[src/verilog/irq_ctrl_pkg.sv]
// Constants and carrier types for the two-level interrupt controller
package irq_ctrl_pkg;

    localparam int unsigned SLOT_COUNT = 17;
    localparam int unsigned IDX_W = 5;
    localparam int unsigned ADDR_W = 4;
    localparam int unsigned DATA_W = 8;
    localparam int unsigned VEC_W = 16;

    // Register offsets
    localparam logic [ADDR_W-1:0] OFS_IRQ_ENABLE = 4'h0;
    localparam logic [ADDR_W-1:0] OFS_IRQ_LEVEL = 4'h1;
    localparam logic [ADDR_W-1:0] OFS_EXT_IRQ_ENABLE = 4'h2;
    localparam logic [ADDR_W-1:0] OFS_EXT_IRQ_LEVEL = 4'h3;
    localparam logic [ADDR_W-1:0] OFS_EXT2_IRQ_ENABLE = 4'h4;
    localparam logic [ADDR_W-1:0] OFS_EXT2_IRQ_LEVEL = 4'h5;
    localparam logic [ADDR_W-1:0] OFS_PEND_LOW = 4'h6;
    localparam logic [ADDR_W-1:0] OFS_PEND_MID = 4'h7;
    localparam logic [ADDR_W-1:0] OFS_PEND_HIGH = 4'h8;
    localparam logic [ADDR_W-1:0] OFS_SERVICE_STAT = 4'h9;

    // Field positions
    localparam int unsigned GLOBAL_EN_BIT = 7;
    localparam int unsigned LEVEL_UNUSED_BIT = 7;
    localparam int unsigned EXT2_USED = 2;

    // Reset values
    localparam logic [DATA_W-1:0] ENABLE_RESET = 8'h00;
    localparam logic [DATA_W-1:0] LEVEL_RESET = 8'h00;
    localparam logic [SLOT_COUNT-1:0] PEND_RESET = 17'h00000;

    // Slot 13 has no source behind it
    localparam logic [SLOT_COUNT-1:0] SLOT_PRESENT = 17'h1dfff;
    // Slots 0..3 lose their flag when the call is taken
    localparam logic [SLOT_COUNT-1:0] SLOT_HW_CLEAR = 17'h0000f;

    localparam logic [VEC_W-1:0] VECTOR_RESET = 16'h0000;
    localparam logic [VEC_W-1:0] VECTOR_BASE = 16'h0003;
    localparam int unsigned VECTOR_STRIDE_SHIFT = 3;

    // Latency figures in system clocks, kept by the core's sequencer
    localparam int unsigned DETECT_CYCLES = 1;
    localparam int unsigned CALL_CYCLES = 4;
    localparam int unsigned MIN_RESPONSE_CYCLES = DETECT_CYCLES + CALL_CYCLES;
    localparam int unsigned MAX_RESPONSE_CYCLES = 18;

    typedef struct packed {
        logic [ADDR_W-1:0] addr;
        logic [DATA_W-1:0] wdata;
        logic wr;
        logic rd;
    } reg_req_t;

    typedef struct packed {
        logic instr_done;
        logic return_from_interrupt_done;
        logic call_ack;
    } core_evt_t;

endpackage

[src/verilog/two_level_irq_ctrl.sv]
// Two-level vectored interrupt controller with register port
`timescale 1ns/100ps
`default_nettype none

// Summary of operation
// - Source event sets its pending flag regardless of enable.
// - Enabled pending flag requests a long_call to its vector at a boundary.
// - return_from_interrupt resumes the interrupted flow; core restores, we pop level.
// - Disabled source pending flag produces no request.
// - global_irq_enable bit 7 low blocks every source.
// - Flags of slots 0 to 3 clear on vectoring; others stay for software.
// - Flag still set after return re-enters after one more instruction.
// - Software setting a pending flag acts like a hardware event.
// - Sixteen sources, each with pending, enable and level bit.
// - High level preempts low routine; nothing preempts a high routine.
// - All level bits reset to low.
// - High wins over low, then lowest order index wins.
// - Requests sampled each clock; one cycle detect plus four for the call.
// - After return with request pending, exactly one instruction runs first.
// - Worst case eighteen clocks: detect, return, divide, call.
// - Equal or lower level waits for return plus one instruction.
// - Each source vectors to its fixed address; slot 13 reserved.
// - Enable bits in enable registers, level bits in level registers.
// - Bit 7 of basic level register reads one, ignores writes.
module two_level_irq_ctrl
    import irq_ctrl_pkg::*;
(
    input wire logic clock_i,
    input wire logic reset_i,
    input wire reg_req_t reg_i,
    output logic [DATA_W-1:0] rdata_o,
    input wire logic [SLOT_COUNT-1:0] src_event_i,
    input wire core_evt_t core_i,
    output logic call_req_o,
    output logic [VEC_W-1:0] call_vector_o,
    output logic [1:0] in_service_o
);

    function automatic logic [IDX_W-1:0] first_index(input logic [SLOT_COUNT-1:0] vec);
        logic [IDX_W-1:0] idx;
        idx = '0;
        for (int i = SLOT_COUNT - 1; i >= 0; i--)
        begin
            if (vec[i])
            begin
                idx = IDX_W'(i);
            end
        end
        return idx;
    endfunction

    logic [DATA_W-1:0] en_base_r;
    logic [DATA_W-1:0] lvl_base_r;
    logic [DATA_W-1:0] en_ext_r;
    logic [DATA_W-1:0] lvl_ext_r;
    logic [EXT2_USED-1:0] en_ext2_r;
    logic [EXT2_USED-1:0] lvl_ext2_r;
    logic [SLOT_COUNT-1:0] pend_r;
    logic [SLOT_COUNT-1:0] pend_nxt;
    logic act_hi_r;
    logic act_lo_r;
    logic act_hi_nxt;
    logic act_lo_nxt;
    logic hold_r;
    logic hold_nxt;
    logic req_r;
    logic req_level_r;
    logic [IDX_W-1:0] sel_idx_r;
    logic [VEC_W-1:0] vector_r;
    logic [DATA_W-1:0] rdata_r;

    // Register decode
    wire wr_en_base = reg_i.wr && reg_i.addr == OFS_IRQ_ENABLE;
    wire wr_lvl_base = reg_i.wr && reg_i.addr == OFS_IRQ_LEVEL;
    wire wr_en_ext = reg_i.wr && reg_i.addr == OFS_EXT_IRQ_ENABLE;
    wire wr_lvl_ext = reg_i.wr && reg_i.addr == OFS_EXT_IRQ_LEVEL;
    wire wr_en_ext2 = reg_i.wr && reg_i.addr == OFS_EXT2_IRQ_ENABLE;
    wire wr_lvl_ext2 = reg_i.wr && reg_i.addr == OFS_EXT2_IRQ_LEVEL;
    wire wr_pend_low = reg_i.wr && reg_i.addr == OFS_PEND_LOW;
    wire wr_pend_mid = reg_i.wr && reg_i.addr == OFS_PEND_MID;
    wire wr_pend_high = reg_i.wr && reg_i.addr == OFS_PEND_HIGH;

    wire [SLOT_COUNT-1:0] slot_enable = {en_ext2_r, en_ext_r, en_base_r[6:0]};
    wire [SLOT_COUNT-1:0] slot_level = {lvl_ext2_r, lvl_ext_r, lvl_base_r[6:0]};

    wire global_en = en_base_r[GLOBAL_EN_BIT];
    wire ack = core_i.call_ack && req_r;

    wire [SLOT_COUNT-1:0] eligible = pend_r & slot_enable & SLOT_PRESENT
                                     & {SLOT_COUNT{global_en}};
    // Preemption: high routine blocks all, low routine admits high only
    wire [SLOT_COUNT-1:0] hi_cand = act_hi_r ? '0 : (eligible & slot_level);
    // Same or lower level waits for the routine to finish
    wire [SLOT_COUNT-1:0] lo_cand = (act_hi_r || act_lo_r) ? '0 : (eligible & ~slot_level);
    // High level first, then lowest index
    wire pick_hi = |hi_cand;
    wire [IDX_W-1:0] win_idx = pick_hi ? first_index(hi_cand) : first_index(lo_cand);
    // Hold after a return until one instruction completes
    wire win_valid = (pick_hi || |lo_cand) && !hold_r;
    wire [VEC_W-1:0] win_vector = VECTOR_BASE + VEC_W'({win_idx, 3'b000});

    // Software view of pending flags, written whole per register
    wire [SLOT_COUNT-1:0] sw_mask = {wr_pend_high, {8{wr_pend_mid}}, {8{wr_pend_low}}};
    wire [SLOT_COUNT-1:0] sw_value = {reg_i.wdata[0], reg_i.wdata, reg_i.wdata};
    // Clear only the hardware-cleared slot being vectored to
    wire [SLOT_COUNT-1:0] hw_clear = ack ? (SLOT_HW_CLEAR & (17'h00001 << sel_idx_r)) : '0;

    // Events set flags, and an event beats any clear in its cycle
    // Software writes ones the same way as events
    assign pend_nxt = src_event_i | (sw_mask & sw_value) | (~sw_mask & pend_r & ~hw_clear);

    // Level stack: entering pushes, return pops the innermost
    assign act_hi_nxt = ack ? (req_level_r || act_hi_r) : (act_hi_r && !core_i.return_from_interrupt_done);
    assign act_lo_nxt = (ack && !req_level_r) ? 1'b1 :
                        (act_lo_r && !(core_i.return_from_interrupt_done && !act_hi_r));
    // After a return, one instruction must complete before re-entry
    assign hold_nxt = core_i.return_from_interrupt_done ? 1'b1 : (hold_r && !core_i.instr_done);

    wire [DATA_W-1:0] read_mux =
        reg_i.addr == OFS_IRQ_ENABLE ? en_base_r :
        reg_i.addr == OFS_IRQ_LEVEL ? (lvl_base_r | (8'h01 << LEVEL_UNUSED_BIT)) :
        reg_i.addr == OFS_EXT_IRQ_ENABLE ? en_ext_r :
        reg_i.addr == OFS_EXT_IRQ_LEVEL ? lvl_ext_r :
        reg_i.addr == OFS_EXT2_IRQ_ENABLE ? {6'h00, en_ext2_r} :
        reg_i.addr == OFS_EXT2_IRQ_LEVEL ? {6'h00, lvl_ext2_r} :
        reg_i.addr == OFS_PEND_LOW ? pend_r[7:0] :
        reg_i.addr == OFS_PEND_MID ? pend_r[15:8] :
        reg_i.addr == OFS_PEND_HIGH ? {7'h00, pend_r[16]} :
        reg_i.addr == OFS_SERVICE_STAT ? {5'h00, hold_r, act_hi_r, act_lo_r} :
        8'h00;

    always_ff @(posedge clock_i)
    begin
        if (reset_i)
            en_base_r <= ENABLE_RESET;
        else if (wr_en_base)
            en_base_r <= reg_i.wdata;
    end

    always_ff @(posedge clock_i)
    begin
        if (reset_i)
            lvl_base_r <= LEVEL_RESET;
        else if (wr_lvl_base)
            lvl_base_r <= {1'b0, reg_i.wdata[6:0]};
    end

    always_ff @(posedge clock_i)
    begin
        if (reset_i)
            en_ext_r <= ENABLE_RESET;
        else if (wr_en_ext)
            en_ext_r <= reg_i.wdata;
    end

    always_ff @(posedge clock_i)
    begin
        if (reset_i)
            lvl_ext_r <= LEVEL_RESET;
        else if (wr_lvl_ext)
            lvl_ext_r <= reg_i.wdata;
    end

    always_ff @(posedge clock_i)
    begin
        if (reset_i)
            en_ext2_r <= '0;
        else if (wr_en_ext2)
            en_ext2_r <= reg_i.wdata[EXT2_USED-1:0];
    end

    always_ff @(posedge clock_i)
    begin
        if (reset_i)
            lvl_ext2_r <= '0;
        else if (wr_lvl_ext2)
            lvl_ext2_r <= reg_i.wdata[EXT2_USED-1:0];
    end

    always_ff @(posedge clock_i)
    begin
        if (reset_i)
        begin
            pend_r <= PEND_RESET;
            act_hi_r <= 1'b0;
            act_lo_r <= 1'b0;
            hold_r <= 1'b0;
            rdata_r <= 8'h00;
        end
        else
        begin
            pend_r <= pend_nxt;
            act_hi_r <= act_hi_nxt;
            act_lo_r <= act_lo_nxt;
            hold_r <= hold_nxt;
            rdata_r <= reg_i.rd ? read_mux : 8'h00;
        end
    end

    // Arbitration is re-sampled every clock; one cycle to detect
    // Request holds until the core takes it at an instruction boundary
    always_ff @(posedge clock_i)
    begin
        if (reset_i)
        begin
            req_r <= 1'b0;
            req_level_r <= 1'b0;
            sel_idx_r <= '0;
            vector_r <= VECTOR_RESET;
        end
        else
        begin
            req_r <= win_valid && !ack;
            req_level_r <= pick_hi;
            sel_idx_r <= win_idx;
            // Vector shows zero whenever no request stands
            vector_r <= (win_valid && !ack) ? win_vector : VECTOR_RESET;
        end
    end

    assign rdata_o = rdata_r;
    assign call_req_o = req_r;
    assign call_vector_o = vector_r;
    assign in_service_o = {act_hi_r, act_lo_r};
endmodule

`default_nettype wire

[config.mk]
export PLATFORM = sky130hd
export DESIGN_NAME = two_level_irq_ctrl
export DESIGN_NICKNAME = d
export VERILOG_FILES = /design/src/verilog/irq_ctrl_pkg.sv /design/src/verilog/two_level_irq_ctrl.sv
export SDC_FILE = /design/constraint.sdc
export NUM_CORES = 1
export LEC_CHECK = 0
export ABC_AREA = 1
export BUFFER_PORTS_ARGS = -buffer_cell sky130_fd_sc_hd__clkbuf_2
export CAP_MARGIN = 25
export CORE_ASPECT_RATIO = 1.25
export CORE_MARGIN = 2
export CORE_UTILIZATION = 55
export DETAILED_ROUTE_END_ITERATION = 6
export PLACE_DENSITY = 0.78
export SLEW_MARGIN = 5
export SYNTH_ARGS = -nofsm -noshare
export SYNTH_HDL_FRONTEND = slang
export SYNTH_SLANG_ARGS = --single-unit
[constraint.sdc]
create_clock -name clock_i -period 5.61 [get_ports clock_i]
set_input_delay 1.122 -clock clock_i [delete_from_list [all_inputs] [get_ports clock_i]]
set_output_delay 1.122 -clock clock_i [all_outputs]
set_load 0.005 [all_outputs]
==> impl_metrics.tcl <==
set metrics [dict create \
    comb_power_share_pct 7.9 \
    vias 3990 \
    max-clock-path-buffers 2 \
    skew_ns 0.01099 \
    post-dp-hpwl_um 8433 \
    drc 0 \
    rsz0062_at_grt "false" \
    p_sw_uw 272.7 \
    die_area_um2 7737 \
    cts_tree "done" \
    cts_hold_buffers 0 \
    yosysTopAreaCell "dfxtp_1" \
    grt_max_degree 35 \
    total_power_mw 1.084 \
    finalSetupViolations 0 \
    totalWireLength_um 11140 \
    netlist_area_um2 3875 \
    setup_tns_ns 0 \
    hold_class "register to register" \
    vias_per_cell 5.549 \
    met3_length_um 887 \
    wl_per_cell_um 15.49 \
    tightestPinTransition_ns 0.5894 \
    start_util_pct 56.23 \
    worst_path_max_delay_cell "buf_4" \
    clock_latency_ns 0.36 \
    synth_cell_types 34 \
    clock_sinks 76 \
    max_cap_violations 0 \
    slowest_delay_ns 0.36 \
    diodes 0 \
    r2r_cells 14 \
    coreArea_um2 6892 \
    cp_common_cell "inv_1" \
    fin_cells 719 \
    antenna_found_initial 0 \
    numCtsBuffers 9 \
    period_share_pct 46.23 \
    min_from "lvl_ext_r[6]" \
    dpl.cell_count 703 \
    synthCells 581 \
    worst_ep_required_time_ns 5.89 \
    clk_pin_slew_ns 0.08 \
    critPathArrivalTime_ns 2.87 \
    hold_viol_final 0 \
    pin_count 63 \
    ys_ff_latch 76 \
    multiInputGateArea_um2 1842 \
    max_freq_mhz 385.6 \
    drive_gt1_share_pct 12.88 \
    io_buffers 53 \
    fp-row-count 34 \
    dr_wl_met2_um 5320 \
    crit_fanout 34 \
    critPathKind "input port to register" \
    crit_chain "clkbuf_2, inv_1, buf_4, nand2_1, inv_1, o221ai_1, a31oi_1" \
    grt_pass1_vias 3684 \
    chipWidth_um 79.08 \
    swShare_pct 25.16 \
    power_leakage_nw 2.041 \
    die_y_um 97.85 \
    yosysWarningCount 0 \
    reg2reg_from "en_base_r[7]" \
    top_layer "met4" \
    synth.avg_cell_area_um2 6.669 \
    dr.pass1.iters 5 \
    post_cts_buffers 0 \
    ir_drop_uv 159.1 \
    start_kind "input port" \
    first_iter_violations 412 \
    seq_power_share_pct 52.4 \
    root_buffer "clkbuf_8" \
    ys_seq_area_share_pct 39.26 \
    synthTopCellsByArea "dfxtp_1, nand2_1, inv_1" \
    internal-power_uw 811.2 \
    pwr-share-clk_pct 39.7 \
    min_to "lvl_ext_r[6]" \
    grt_pass1_wl_um 17720 \
    grt.overflow.total 0 \
    fillCellCount 673 \
    grt_usage_pct 29.66 \
    run_status "complete, no violations" \
    min_period_ns 2.593 \
    gp_congestion 1.019 \
    powerDensity_nw_per_um2 250.5 \
    wl_met1_um 4374 \
    register_area_um2 1521 \
    nets 660 \
    slew_headroom_pct 60.71 \
    hold_depth 2 \
    htree_levels 3 \
    r2r_end "call_vector_o[3]" \
    detail-route-antenna-nets 0 \
    syn2layout_area_growth_pct 11.66 \
    crit_path_end_kind "register" \
    rrSetupSlack_ns 3.15 \
    drv_slew 0 \
    synth_top_area_share_pct 39.26 \
    ctsResizeCount 0 \
]
## worst max path at each step
stage               startpoint             to  slack (ns)  cells past startpoint
floorplan            reg_i[13]  lvl_base_r[1]        3.24                      9
global placement       reset_i     rdata_o[3]        2.77                      7
detailed placement     reset_i     rdata_o[3]        2.71                      7
CTS                    reset_i     rdata_o[3]        3.08                      7
global route           reset_i     rdata_o[3]        2.90                      7
finish                 reset_i     rdata_o[3]        3.02                      7
## registers in the layout (all words and copies together) (netlist names)
signal and count:
lvl_ext_r 8, rdata_o 8, en_ext_r 8, req_level_r 1, pend_r 17, act_lo_r 1
act_hi_r 1, lvl_base_r 7, call_req_o 1, en_ext2_r 2, hold_r 1, lvl_ext2_r 2
en_base_r 8, sel_idx_r 5, call_vector_o 6
## critical path, delay by kind of cell
family	cells	cell delay, ns
simple gates	1	0.14
compound gates	2	0.36
buf+inv	4	1.23
## layout make-up
| type | count | share of cell area, % |
|---|---|---|
| multi-input cells | 383 | 42.57 |
| clock inverters | 4 | 1.099 |
| well taps | 90 | 2.603 |
| repair buffers | 54 | 6.304 |
| clock buffers | 12 | 3.586 |
| inverters | 100 | 8.676 |
| flip-flops and latches | 76 | 35.16 |
## synth_stat cells
cell type	instances
nand4_1	2
nand3b_1	5
o31ai_1	5
buf_4	12
nor4_1	1
a21o_1	2
a21oi_1	64
a221oi_1	1
nand2_1	111
buf_6	1
nand2_2	4
o21ai_0	40
o21bai_4	1
nor2_1	50
clkbuf_1	16
a31oi_1	4
o221ai_1	4
a22oi_1	1
dfxtp_1	76
a22o_1	1
conb_1	1
buf_2	1
clkinv_1	1
o2111ai_1	4
nor3_1	14
nand3_1	43
inv_1	97
o211ai_1	8
o41ai_1	1
o22ai_1	2
nor2_4	1
nor2_2	4
o21a_1	1
inv_2	2
## metal layers
metal	vias up	track usage (%)
met1	1787	35.03
met4	0	18.44
li1	1954	-
met2	208	48.63
met3	41	6.192
met5	-	0
## cell usage in the layout, fill, tap and decap left out, drive strengths merged
cell type  synthesis  routed
nand2            115     115
inv               99      99
dfxtp             76      76
clkbuf            16      65
a21oi             64      64
nor2              55      55
nand3             43      43
o21ai             40      40
nor3              14      14
conb               1       9
o211ai             8       8
nand3b             5       5
o31ai              5       5
o2111ai            4       4
o221ai             4       4
a31oi              4       4
clkinv             1       3
o22ai              2       2
nand4              2       2
a21o               2       2
a22o               1       1
a221oi             1       1
o41ai              1       1
nor4               1       1
a22oi              1       1
o21bai             1       1
o21a               1       1
bufinv             0       1
clkinvlp           0       1
buf               14       1
## logic make-up (layout without fill, tap and decap cells)
kind of cell | Yosys count | after routing | share of synthesized area, %
AND/OR/NAND/NOR | 235 | 235 | 25.99
flip-flops | 76 | 76 | 39.26
AO/OA/AOI/OAI | 139 | 139 | 20.67
other | 1 | 9 | 0.09678
buffers and inverters | 130 | 170 | 13.98
## per-stage QoR
stage | util [%] | setup slack [ns] | hold slack (ns) | area, um^2
after floorplan | - | 3.236 | 0.4295 | 3905
after global placement | 59.84 | 2.773 | 0.4408 | 4124
after detailed placement | 59.84 | 2.713 | 0.4463 | 4124
after CTS | 62.78 | 3.084 | 0.4634 | 4327
after global routing | 62.78 | 2.901 | 0.5099 | 4327
final | 62.78 | 3.017 | 0.4669 | 4327
## power groups by stage
stage / clock (mW) / combinational (mW) / sequential (mW)
global route: 0.455 / 0.0948 / 0.569
global placement: 0 / 0.0811 / 0.579
CTS: 0.435 / 0.0830 / 0.568
detailed placement: 0 / 0.0826 / 0.580
floorplan: 0 / 0.0543 / 0.574
finish: 0.430 / 0.0853 / 0.568
Note: power is estimated with default switching activity, not from simulation.
